## src/panel_pkg.sv

```systemverilog
// Constants for the operator panel interface card.
// Assumes a single 100 MHz clock domain.
package panel_pkg;
    localparam int SYS_W        = 18;
    localparam int CMD_W        = 4;
    localparam int LVL_W        = 3;
    localparam int KEY_W        = 5;
    localparam int PDAT_W       = 4;
    localparam int SEL_W        = 3;
    localparam int NKEYS        = 32;
    localparam logic [3:0] MODE_POWER_OFF = 4'h6;
    // Select bus codes: four display characters, two LED groups
    localparam logic [2:0] SEL_HEX0 = 3'h0;
    localparam logic [2:0] SEL_LED0 = 3'h4;
    localparam logic [2:0] SEL_LED1 = 3'h5;
    // Processor control bus command codes
    localparam logic [3:0] CMD_NONE  = 4'h0;
    localparam logic [3:0] CMD_START = 4'h1;
    localparam logic [3:0] CMD_STOP  = 4'h2;
    localparam logic [3:0] CMD_RESET = 4'h4;
    // Timing: settle and strobe widths in ns, converted to cycles
    localparam int CLK_NS       = 10;
    localparam int SETUP_NS     = 20;
    localparam int STROBE_NS    = 20;
    localparam int SETUP_CYC    = (SETUP_NS + CLK_NS - 1) / CLK_NS;
    localparam int STROBE_CYC   = (STROBE_NS + CLK_NS - 1) / CLK_NS;
    localparam int CNT_W        = 4;
endpackage : panel_pkg

```

## src/operator_panel_interface.sv

```systemverilog
// Operator panel interface card: processor side and panel side.
// Assumes all inputs except the async rstn synchronous to ref_clk; no register bus.
`timescale 1ns/1ps

// Contract
// - Shared 18-bit bidirectional system bus
// - Four-signal control bus carries start/stop/reset
// - Separate strobe qualifies each control command
// - Key address selects key; panel reports pressed
// - Panel bus carries hex, LED, or line-select
// - Degate segments blocks display, LEDs take data
// - Power key in mode 6 requests power off
// - I/O immediate also requests power off
// - Panel strobe pulses only on stable data
// - Select bus picks hex character or LED group
// - Storage display/alter only while unlocked
module operator_panel_interface (
    input  wire logic                        ref_clk,
    input  wire logic                        rstn,
    // System bus, split into three signals
    input  wire logic [panel_pkg::SYS_W-1:0] sysBusIn,
    output logic      [panel_pkg::SYS_W-1:0] sysBusOut,
    output logic                             sysBusOe,
    // Processor control bus
    output logic      [panel_pkg::CMD_W-1:0] processorControlBusN,
    output logic                             controlBusStrobeN,
    input  wire logic [panel_pkg::LVL_W-1:0] operatingLevelBitsN,
    input  wire logic                        processorCheckN,
    input  wire logic                        processorRunningN,
    input  wire logic                        processorCheckFlagN,
    // Panel side
    output logic      [panel_pkg::KEY_W-1:0] keyAddress,
    input  wire logic                        keyPressedN,
    input  wire logic [panel_pkg::PDAT_W-1:0] panelDataBusInN,
    output logic      [panel_pkg::PDAT_W-1:0] panelDataBusOutN,
    output logic                             panelDataBusOe,
    output logic                             degateSegments,
    output logic                             lampTestN,
    input  wire logic                        powerKeyN,
    output logic                             powerOffN,
    output logic                             panelStrobeN,
    output logic      [panel_pkg::SEL_W-1:0] selectBus,
    input  wire logic                        storageUnlockN,
    // User side: commands and data for the card's own control logic
    input  wire logic                        cmdValid,
    input  wire logic [panel_pkg::CMD_W-1:0] cmdCode,
    output logic                             cmdReady,
    input  wire logic                        panelWrValid,
    input  wire logic [panel_pkg::SEL_W-1:0] panelWrSel,
    input  wire logic [panel_pkg::PDAT_W-1:0] panelWrData,
    output logic                             panelWrReady,
    input  wire logic                        lampTestReq,
    input  wire logic                        commSelectRd,
    input  wire logic [3:0]                  panelMode,
    input  wire logic                        ioPowerOff,
    input  wire logic                        storeReq,
    input  wire logic [panel_pkg::SYS_W-1:0] storeData,
    output logic                             storeAccepted,
    output logic      [panel_pkg::SYS_W-1:0] sysBusCapture,
    output logic [panel_pkg::NKEYS-1:0]      keyState,
    output logic [panel_pkg::PDAT_W-1:0]     commLineSelect,
    output logic [panel_pkg::LVL_W-1:0]      operatingLevel,
    output logic                             processorCheck,
    output logic                             processorRunning,
    output logic                             checkSeen
);
    // ************************************************************
    // State
    // ************************************************************
    typedef enum logic [1:0] {PS_IDLE, PS_SETUP, PS_STROBE} phase_e;

    typedef struct packed {
        phase_e                        cmdPh;
        logic [panel_pkg::CNT_W-1:0]   cmdCnt;
        logic [panel_pkg::CMD_W-1:0]   cmd;
        phase_e                        pnlPh;
        logic [panel_pkg::CNT_W-1:0]   pnlCnt;
        logic [panel_pkg::SEL_W-1:0]   sel;
        logic [panel_pkg::PDAT_W-1:0]  pdat;
        logic                          degate;
        logic [panel_pkg::KEY_W-1:0]   keyAdr;
        logic [panel_pkg::NKEYS-1:0]   keys;
        logic [panel_pkg::PDAT_W-1:0]  comm;
        logic                          ioOff;
        logic                          powerOff;
        logic                          lamp;
        logic [panel_pkg::SYS_W-1:0]   sysOut;
        logic                          sysOe;
        logic [panel_pkg::SYS_W-1:0]   sysCap;
        logic                          storeAcc;
        logic [panel_pkg::LVL_W-1:0]   level;
        logic                          run;
        logic                          pchk;
        logic                          chk;
    } state_s;

    state_s stateQ;
    state_s stateD;
    logic   keyPressed;
    logic   unlocked;

    assign keyPressed = ~keyPressedN;
    assign unlocked   = ~storageUnlockN;

    // ************************************************************
    // Next state
    // ************************************************************
    always_comb begin
        stateD          = stateQ;
        stateD.storeAcc = 1'b0;
        // Processor status is sampled every cycle
        stateD.level = ~operatingLevelBitsN;
        stateD.run   = ~processorRunningN;
        stateD.pchk  = ~processorCheckN;
        // Check pulse is at least 100 ns, so one sample suffices
        if (~processorCheckFlagN) begin
            stateD.chk = 1'b1;
        end

        // Control bus: settle, strobe, then release
        case (stateQ.cmdPh)
            PS_IDLE: begin
                if (cmdValid) begin
                    stateD.cmd    = cmdCode;
                    stateD.cmdCnt = '0;
                    stateD.cmdPh  = PS_SETUP;
                end
            end
            PS_SETUP: begin
                stateD.cmdCnt = stateQ.cmdCnt + 1'b1;
                if (stateQ.cmdCnt ==
                    panel_pkg::CNT_W'(panel_pkg::SETUP_CYC - 1)) begin
                    stateD.cmdCnt = '0;
                    stateD.cmdPh  = PS_STROBE;
                end
            end
            PS_STROBE: begin
                stateD.cmdCnt = stateQ.cmdCnt + 1'b1;
                if (stateQ.cmdCnt ==
                    panel_pkg::CNT_W'(panel_pkg::STROBE_CYC - 1)) begin
                    stateD.cmd   = panel_pkg::CMD_NONE;
                    stateD.cmdPh = PS_IDLE;
                end
            end
            default: stateD.cmdPh = PS_IDLE;
        endcase

        // Panel latch write: data and select settle before strobe
        case (stateQ.pnlPh)
            PS_IDLE: begin
                if (panelWrValid) begin
                    stateD.sel    = panelWrSel;
                    stateD.pdat   = panelWrData;
                    // LED groups need the display degated
                    stateD.degate = (panelWrSel == panel_pkg::SEL_LED0) ||
                                    (panelWrSel == panel_pkg::SEL_LED1);
                    stateD.pnlCnt = '0;
                    stateD.pnlPh  = PS_SETUP;
                end
            end
            PS_SETUP: begin
                stateD.pnlCnt = stateQ.pnlCnt + 1'b1;
                if (stateQ.pnlCnt ==
                    panel_pkg::CNT_W'(panel_pkg::SETUP_CYC - 1)) begin
                    stateD.pnlCnt = '0;
                    stateD.pnlPh  = PS_STROBE;
                end
            end
            PS_STROBE: begin
                stateD.pnlCnt = stateQ.pnlCnt + 1'b1;
                if (stateQ.pnlCnt ==
                    panel_pkg::CNT_W'(panel_pkg::STROBE_CYC - 1)) begin
                    stateD.pnlPh  = PS_IDLE;
                    stateD.degate = 1'b0;
                end
            end
            default: stateD.pnlPh = PS_IDLE;
        endcase

        // Key scan: one key per cycle, result stored by address
        stateD.keyAdr = stateQ.keyAdr + 1'b1;
        stateD.keys[stateQ.keyAdr] = keyPressed;

        // Line select read only while the panel bus is not driven
        if (commSelectRd && stateQ.pnlPh == PS_IDLE) begin
            stateD.comm = ~panelDataBusInN;
        end

        stateD.lamp = lampTestReq;
        if (ioPowerOff) begin
            stateD.ioOff = 1'b1;
        end
        stateD.powerOff = stateQ.ioOff ||
            (~powerKeyN && panelMode == panel_pkg::MODE_POWER_OFF);

        // Storage alter from the panel is gated by unlock
        stateD.sysOe = 1'b0;
        if (storeReq && unlocked) begin
            stateD.sysOut   = storeData;
            stateD.sysOe    = 1'b1;
            stateD.storeAcc = 1'b1;
        end else if (unlocked) begin
            stateD.sysCap = sysBusIn;
        end
    end

    always_ff @(posedge ref_clk or negedge rstn) begin
        if (!rstn) begin
            stateQ <= '{cmdPh: PS_IDLE, pnlPh: PS_IDLE, default: '0};
        end else begin
            stateQ <= stateD;
        end
    end

    // ************************************************************
    // Outputs
    // ************************************************************
    assign cmdReady             = (stateQ.cmdPh == PS_IDLE);
    assign panelWrReady         = (stateQ.pnlPh == PS_IDLE);
    assign processorControlBusN = ~stateQ.cmd;
    // Strobe only after the command has settled
    assign controlBusStrobeN = ~(stateQ.cmdPh == PS_STROBE);
    assign panelStrobeN      = ~(stateQ.pnlPh == PS_STROBE);
    assign panelDataBusOutN  = ~stateQ.pdat;
    assign panelDataBusOe    = (stateQ.pnlPh != PS_IDLE);
    assign selectBus         = stateQ.sel;
    assign degateSegments    = stateQ.degate;
    assign keyAddress        = stateQ.keyAdr;
    assign lampTestN         = ~stateQ.lamp;
    assign powerOffN         = ~stateQ.powerOff;
    assign sysBusOut         = stateQ.sysOut;
    assign sysBusOe          = stateQ.sysOe;
    assign storeAccepted     = stateQ.storeAcc;
    assign sysBusCapture     = stateQ.sysCap;
    assign keyState          = stateQ.keys;
    assign commLineSelect    = stateQ.comm;
    assign operatingLevel    = stateQ.level;
    assign processorCheck    = stateQ.pchk;
    assign processorRunning  = stateQ.run;
    assign checkSeen         = stateQ.chk;
endmodule : operator_panel_interface

```

## config.mk

```make
export PLATFORM = sky130hd
export DESIGN_NAME = operator_panel_interface
export DESIGN_NICKNAME = d
export VERILOG_FILES = /design/src/panel_pkg.sv /design/src/operator_panel_interface.sv
export SDC_FILE = /design/constraint.sdc
export NUM_CORES = 1
export LEC_CHECK = 0
export BUFFER_PORTS_ARGS = -buffer_cell sky130_fd_sc_hd__buf_2
export CAP_MARGIN = 10
export CORE_MARGIN = 1.5
export CORE_UTILIZATION = 47
export CTS_BUF_LIST = sky130_fd_sc_hd__clkbuf_2
export DETAILED_ROUTE_END_ITERATION = 8
export GPL_ROUTABILITY_DRIVEN = 0
export PLACE_DENSITY = 0.86
export SYNTH_ARGS = -nofsm -noshare
export SYNTH_HDL_FRONTEND = slang
export SYNTH_SLANG_ARGS = --single-unit
```

## constraint.sdc

```tcl
create_clock -name ref_clk -period 1.7 [get_ports ref_clk]
set_input_delay 0.085 -clock ref_clk [delete_from_list [all_inputs] [get_ports ref_clk]]
set_output_delay 0.085 -clock ref_clk [all_outputs]
set_load 0.02 [all_outputs]
```

# --- Yosys cells after proc, flatten, opt, wreduce, memory -nomap -nowiden ---
# Index checks and enable logic that the tools add are counted.
totals:
  reg_bits: 112
  inputBits: 72
  out_inout_bits: 104
classes:
  addsub: 3
  muxes: 19
  n_lt_le_gt_ge: 2
  bitwise: 14
  n_eq_ne: 15
  reduce_logical: 21
ops:
  columns: ["operator", "n"]
  rows:
  - ["bitwise mux 32 bit", 1]
  - ["case mux 4 bit (3 select lines)", 2]
  - ["2-to-1 mux 14 bit", 1]
  - ["2-to-1 mux 6 bit", 2]
  - ["inequality test 2 bit (second input constant)", 6]
  - ["NOT 4 bit", 3]
  - ["case mux 2 bit (3 select lines)", 2]
  - ["AND reduction 3 bit", 4]
  - ["2-to-1 mux 10 bit", 1]
  - ["NOT 1 bit", 10]
  - ["adder 4 x 1 -> 4 bit (second input constant)", 2]
  - ["equality test 4 x 1 -> 1 bit (second input constant)", 2]
  - ["case mux 4 bit (2 select lines)", 1]
  - ["AND reduction 2 bit", 4]
  - ["equality test 3 bit (second input constant)", 2]
  - ["less-than comparator 5 x 6 -> 1 bit (second input constant)", 1]
  - ["nonzero test 2 bit", 3]
  - ["nonzero test 3 bit", 2]
  - ["adder 5 x 1 -> 5 bit (second input constant)", 1]
  - ["demux 1 bit (select 5 bit)", 1]
  - [">= comparator 5 x 1 -> 1 bit (second input constant)", 1]
  - ["equality test 2 x 1 -> 1 bit (second input constant)", 2]
  - ["equality test 2 bit (second input constant)", 2]
  - ["equality test 4 x 3 -> 1 bit (second input constant)", 1]
  - ["8 further kinds", 17]

# --- Depth between registers and ports, before layout ---
logic_depth:
  depth_word: 5
  mapped_depth: 6

# --- Least setup slack after synthesis ---
# OpenSTA, ideal clock, no wires.
synth_timing:
  path_type: "reg-to-reg"
  start: "register stateQ[110] in the netlist's numbering"
  end: "register stateQ[108] in the netlist's numbering"
  required_time_ns: 1.568
  n_path_buf: 0
  path_slack_ns: -0.007
  setup_time_ns: 0.132
  path_stages_with_launch: 6
  t_arrival_ns: 1.574
  path_cell_list: "dfrtp_1 inv_1 ha_1 or4b_4 a311oi_2 o22ai_1"
synth_via:
  elab_chain_cells: 3
  word_cells_on_any_way: 7
  classes_between: "eq/ne (3); mux (1); reduce/logical (3)"
synth_lines:
  columns: ["element", "line", "rtl"]
  rows:
  - ["start: declaration", "operator_panel_interface.sv:97", "state_s stateQ;"]
  - ["start signal: assignment", "operator_panel_interface.sv:211", "stateQ <= stateD;"]
  - ["equality test 2 bit (tied with other cells)", "operator_panel_interface.sv:121", "case (stateQ.cmdPh)"]
  - ["nonzero test 3 bit (no line) / inequality test 2 bit (equally long branches)", null, null]
  - ["AND reduction 2 bit (no line)", null, null]
# Several ways; a longest one is shown, not always the timed one.
# A chain may end at the register's enable or synchronous reset.

# --- Final worst setup path ---
layout_timing:
  start: "register stateQ[107] in the netlist's numbering"
  end: "register stateQ[109] in the netlist's numbering"
layout_via:
  elab_chain_cells: 3
  word_cells_on_any_way: 4
  classes_between: "add/sub (1); eq/ne (1); mux (2)"
layout_lines:
  columns: ["element", "line", "rtl"]
  rows:
  - ["adder 4 x 1 -> 4 bit / equality test 4 x 1 -> 1 bit (equally long branches)", "operator_panel_interface.sv:130, operator_panel_interface.sv:138, operator_panel_interface.sv:131", null]
  - ["2-to-1 mux 6 bit", "operator_panel_interface.sv:131", "if (stateQ.cmdCnt =="]
  - ["case mux 4 bit (3 select lines) (*)", "operator_panel_interface.sv:121", null]
# Every way passes the cells marked *; elsewhere a longest branch is shown, timed or not. The select of a mux whose other input is x is not followed.

==> flow_metrics.tcl <==
set metrics [dict create \
    synth_top_area_share_pct 52.5 \
    syn_inst 466 \
    nets 754 \
    cp.required_ps 2220 \
    min_from "operatingLevelBitsN[1]" \
    dpl-instance-area_um2 5750 \
    hold_path_class "in -> reg" \
    powerDensity_nw_per_um2 1070 \
    ys_top_cells_by_area "dfrtp_1 52%, buf_4 12%, mux2_2 9.1%" \
    synth_cell_type_count 36 \
    rsz0062_at_grt "yes" \
    syn_area_per_cell_um2 11.4 \
    routed_via_density 5.07 \
    p_leak_nw 3.26 \
    grt.overflow.total 0 \
    drive_gt1_share_pct 42.3 \
    power_frac_clock_pct 15.6 \
    status "complete, no violations" \
    synth-seq-cells 111 \
    grt_max_degree 34 \
    root_buffer "clkbuf_2" \
    numCtsBuffers 9 \
    yosysMostFrequentCell "dfrtp_1" \
    drt_iter0_markers 85 \
    synth_sequential_area_ratio_pct 52.5 \
    hold_path_depth 3 \
    antenna_found_initial 0 \
    maxSlewViolCount 0 \
    cpPeakStageDelay_ps 510 \
    switchingPower_w 0.00280 \
    clk_pin_slew_worst_paths_ps 340 \
    area_delta_synth_final_pct 32.3 \
    cp_max_fo 4 \
    dpl.hpwl_mm 8.01 \
    coreArea_um2 10900 \
    grt_pass1_vias 4311 \
    ys_top_cells_by_count "111 x dfrtp_1, 84 x buf_4, 50 x o21ai_0" \
    portBuffers 175 \
    synth_area_leader_cell "dfrtp_1" \
    setup_viol 0 \
    die-area_um2 11900 \
    worst_hold_path.endpoint "operatingLevel[1]" \
    finalHoldViolations 0 \
    async_flop_share_pct 100 \
    reg2regPathDepth 5 \
    clock_skew_ps 46.2 \
    critPathKind "reg -> reg" \
    ir_worst_vdd_v 0.000849 \
    cts_tree "yes" \
    cp-start-kind "flip-flop" \
    wl_per_cell_um 16.7 \
    track_usage_pct 23.2 \
    worst_slew_pin_slew_ps 1020 \
    dr.pass1.iters 4 \
    start_util_pct 48.4 \
    maxSlewHeadroom_pct 31.7 \
    min_period_over_period_pct 98.3 \
    postRouteAntennaNets 0 \
    rrSetupSlack_ps 30 \
    regArea_um2 2780 \
    multiInputGateArea_um2 1790 \
    syn-num-nets 554 \
    via_count 4108 \
    synth-main-ff-cell "dfrtp_1" \
    crit_arrival_ps 2190 \
    antenna_cells 0 \
    critPathSlowestCell "or4b_4" \
    cts.sink_count 111 \
    combPwrFrac_pct 40.6 \
    postLayoutCellArea_um2 7010 \
    max_freq_mhz 598 \
    maxCapViolCount 0 \
    ios 176 \
    synth-edff-count 0 \
    die_x_um 109 \
    fillers 825 \
    syn-cell-area_um2 5300 \
    regToRegStartpoint "stateQ[107]" \
    routed_wl_mm 13.5 \
    swShare_pct 37.4 \
    utilization_pct 64.1 \
    drc_errors 0 \
    worstSetupEndpointType "flip-flop" \
    period_needed_ps 1670 \
    fp-row-count 38 \
    h-tree-depth 3 \
    intPower_w 0.00470 \
    seq_power_share_pct 43.7 \
    die_h_um 109 \
    ys_warn_count 0 \
    max-clock-path-buffers 2 \
    grt_pass1_wl_mm 20.8 \
    reg2reg_to "stateQ[109]" \
    crit_chain "inv_1 > ha_1 > or4b_4 > a311oi_2 > o22ai_1" \
    worstSkewPairLatency_ps 640 \
]
==> state kept, by name, indices dropped and copies added, names as in the netlist <==
signal            cells
processorRunning      1
stateQ               23
sysBusCapture        18
sysBusOut            18
commLineSelect        4
keyState             32
degateSegments        1
selectBus             3
keyAddress            5
operatingLevel        3
checkSeen             1
storeAccepted         1
processorCheck        1
==> through the flow <==
step	hold slack, ps	power (W)	instances	TNS, ps	setup slack (ps)
floorplan	-211	0.00512	466	0	20.2
global placement	22.9	0.00549	690	0	57.3
detailed placement	24.5	0.00563	690	-31.3	-31.3
CTS	1.17	0.00730	804	-82.5	-33.5
global route	15.8	0.00795	811	-542	-91.7
finish	73.2	0.00750	811	0	28.9
==> worst max-delay path by stage <==
stage	startpoint	slack (ps)	depth (start not counted)	endpoint
after floorplan	stateQ[100]	20	5	stateQ[98]
after global placement	stateQ[110]	60	5	stateQ[108]
after detailed placement	stateQ[110]	-30	5	stateQ[109]
after CTS	stateQ[101]	-30	4	panelDataBusOe
after global routing	stateQ[101]	-90	5	stateQ[97]
final	stateQ[107]	30	5	stateQ[109]
==> logic make-up (layout without fill, tap and decap cells) <==
group,Yosys count,in the layout,share of synthesized area (%)
compound gates,103,103,12.3
xor+xnor,2,2,0.331
fa+ha+maj,16,16,3.78
buf+inv,132,337,15.4
flops,111,111,52.5
mux,45,45,9.52
simple gates,57,57,6.19
==> what timing repair did <==
| action | in CTS | in global routing |
|---|---|---|
| buffers inserted | 9 | 6 |
| gates resized for setup | 28 | 10 |
| pin swaps | 2 | 5 |
| hold buffers | 89 | 1 |
| hold endpoints to repair | 215 | 1 |
| endpoints found under the setup margin | 12 | 17 |
==> worst max-delay path, delay by kind of cell (launching register included) <==
| family | cells | cell delay [ps] |
|---|---|---|
| AOI/OAI and AO/OA | 2 | 370 |
| adders and majority gates | 1 | 160 |
| buffers and inverters | 1 | 80 |
| DFF | 1 | 480 |
| and+or+nand+nor | 1 | 510 |
==> metal layers <==
layer	GRT usage, %	wire, µm	part of all wire, %	up-vias
met4	11.9	513	3.8	0
met2	43.2	7200	53	153
met5	0	0	0	-
met3	6.28	866	6.4	39
li1	-	-	-	1927
met1	23.3	4940	37	1989
==> cell type report <==
cell class / instances / share of cell area (%)
Multi-Input combinational cell: 223 / 25.6
Timing Repair Buffer: 289 / 28.9
Clock buffer: 9 / 0.643
Clock inverter: 7 / 0.929
Inverter: 32 / 1.79
Tap cell: 140 / 2.50
Sequential cell: 111 / 39.7
==> layout by cell type, fill, tap and decap left out, drive strengths merged, types with 3 or more instances in the layout <==
cell and n:
nand2 16, clkbuf 9, nor3b 3, nand2b 12, dlygate4sd3 90, ha 16
nor2 7, o21ai 50, o31ai 32, nand3 4, nor2b 3, mux2 43
inv 36, dfrtp 111, a311oi 4, a21oi 3, o22ai 4, nand4 4
buf 199
==> power by group through the flow <==
stage,Sequential [W],Clock (W),Combinational [W]
global placement,0.00329,0,0.00221
detailed placement,0.00332,0,0.00231
global route,0.00333,0.00132,0.00330
finish,0.00328,0.00117,0.00305
CTS,0.00327,0.00122,0.00281
floorplan,0.00328,0,0.00185
No activity file was read; power rests on OpenSTA's default activity.
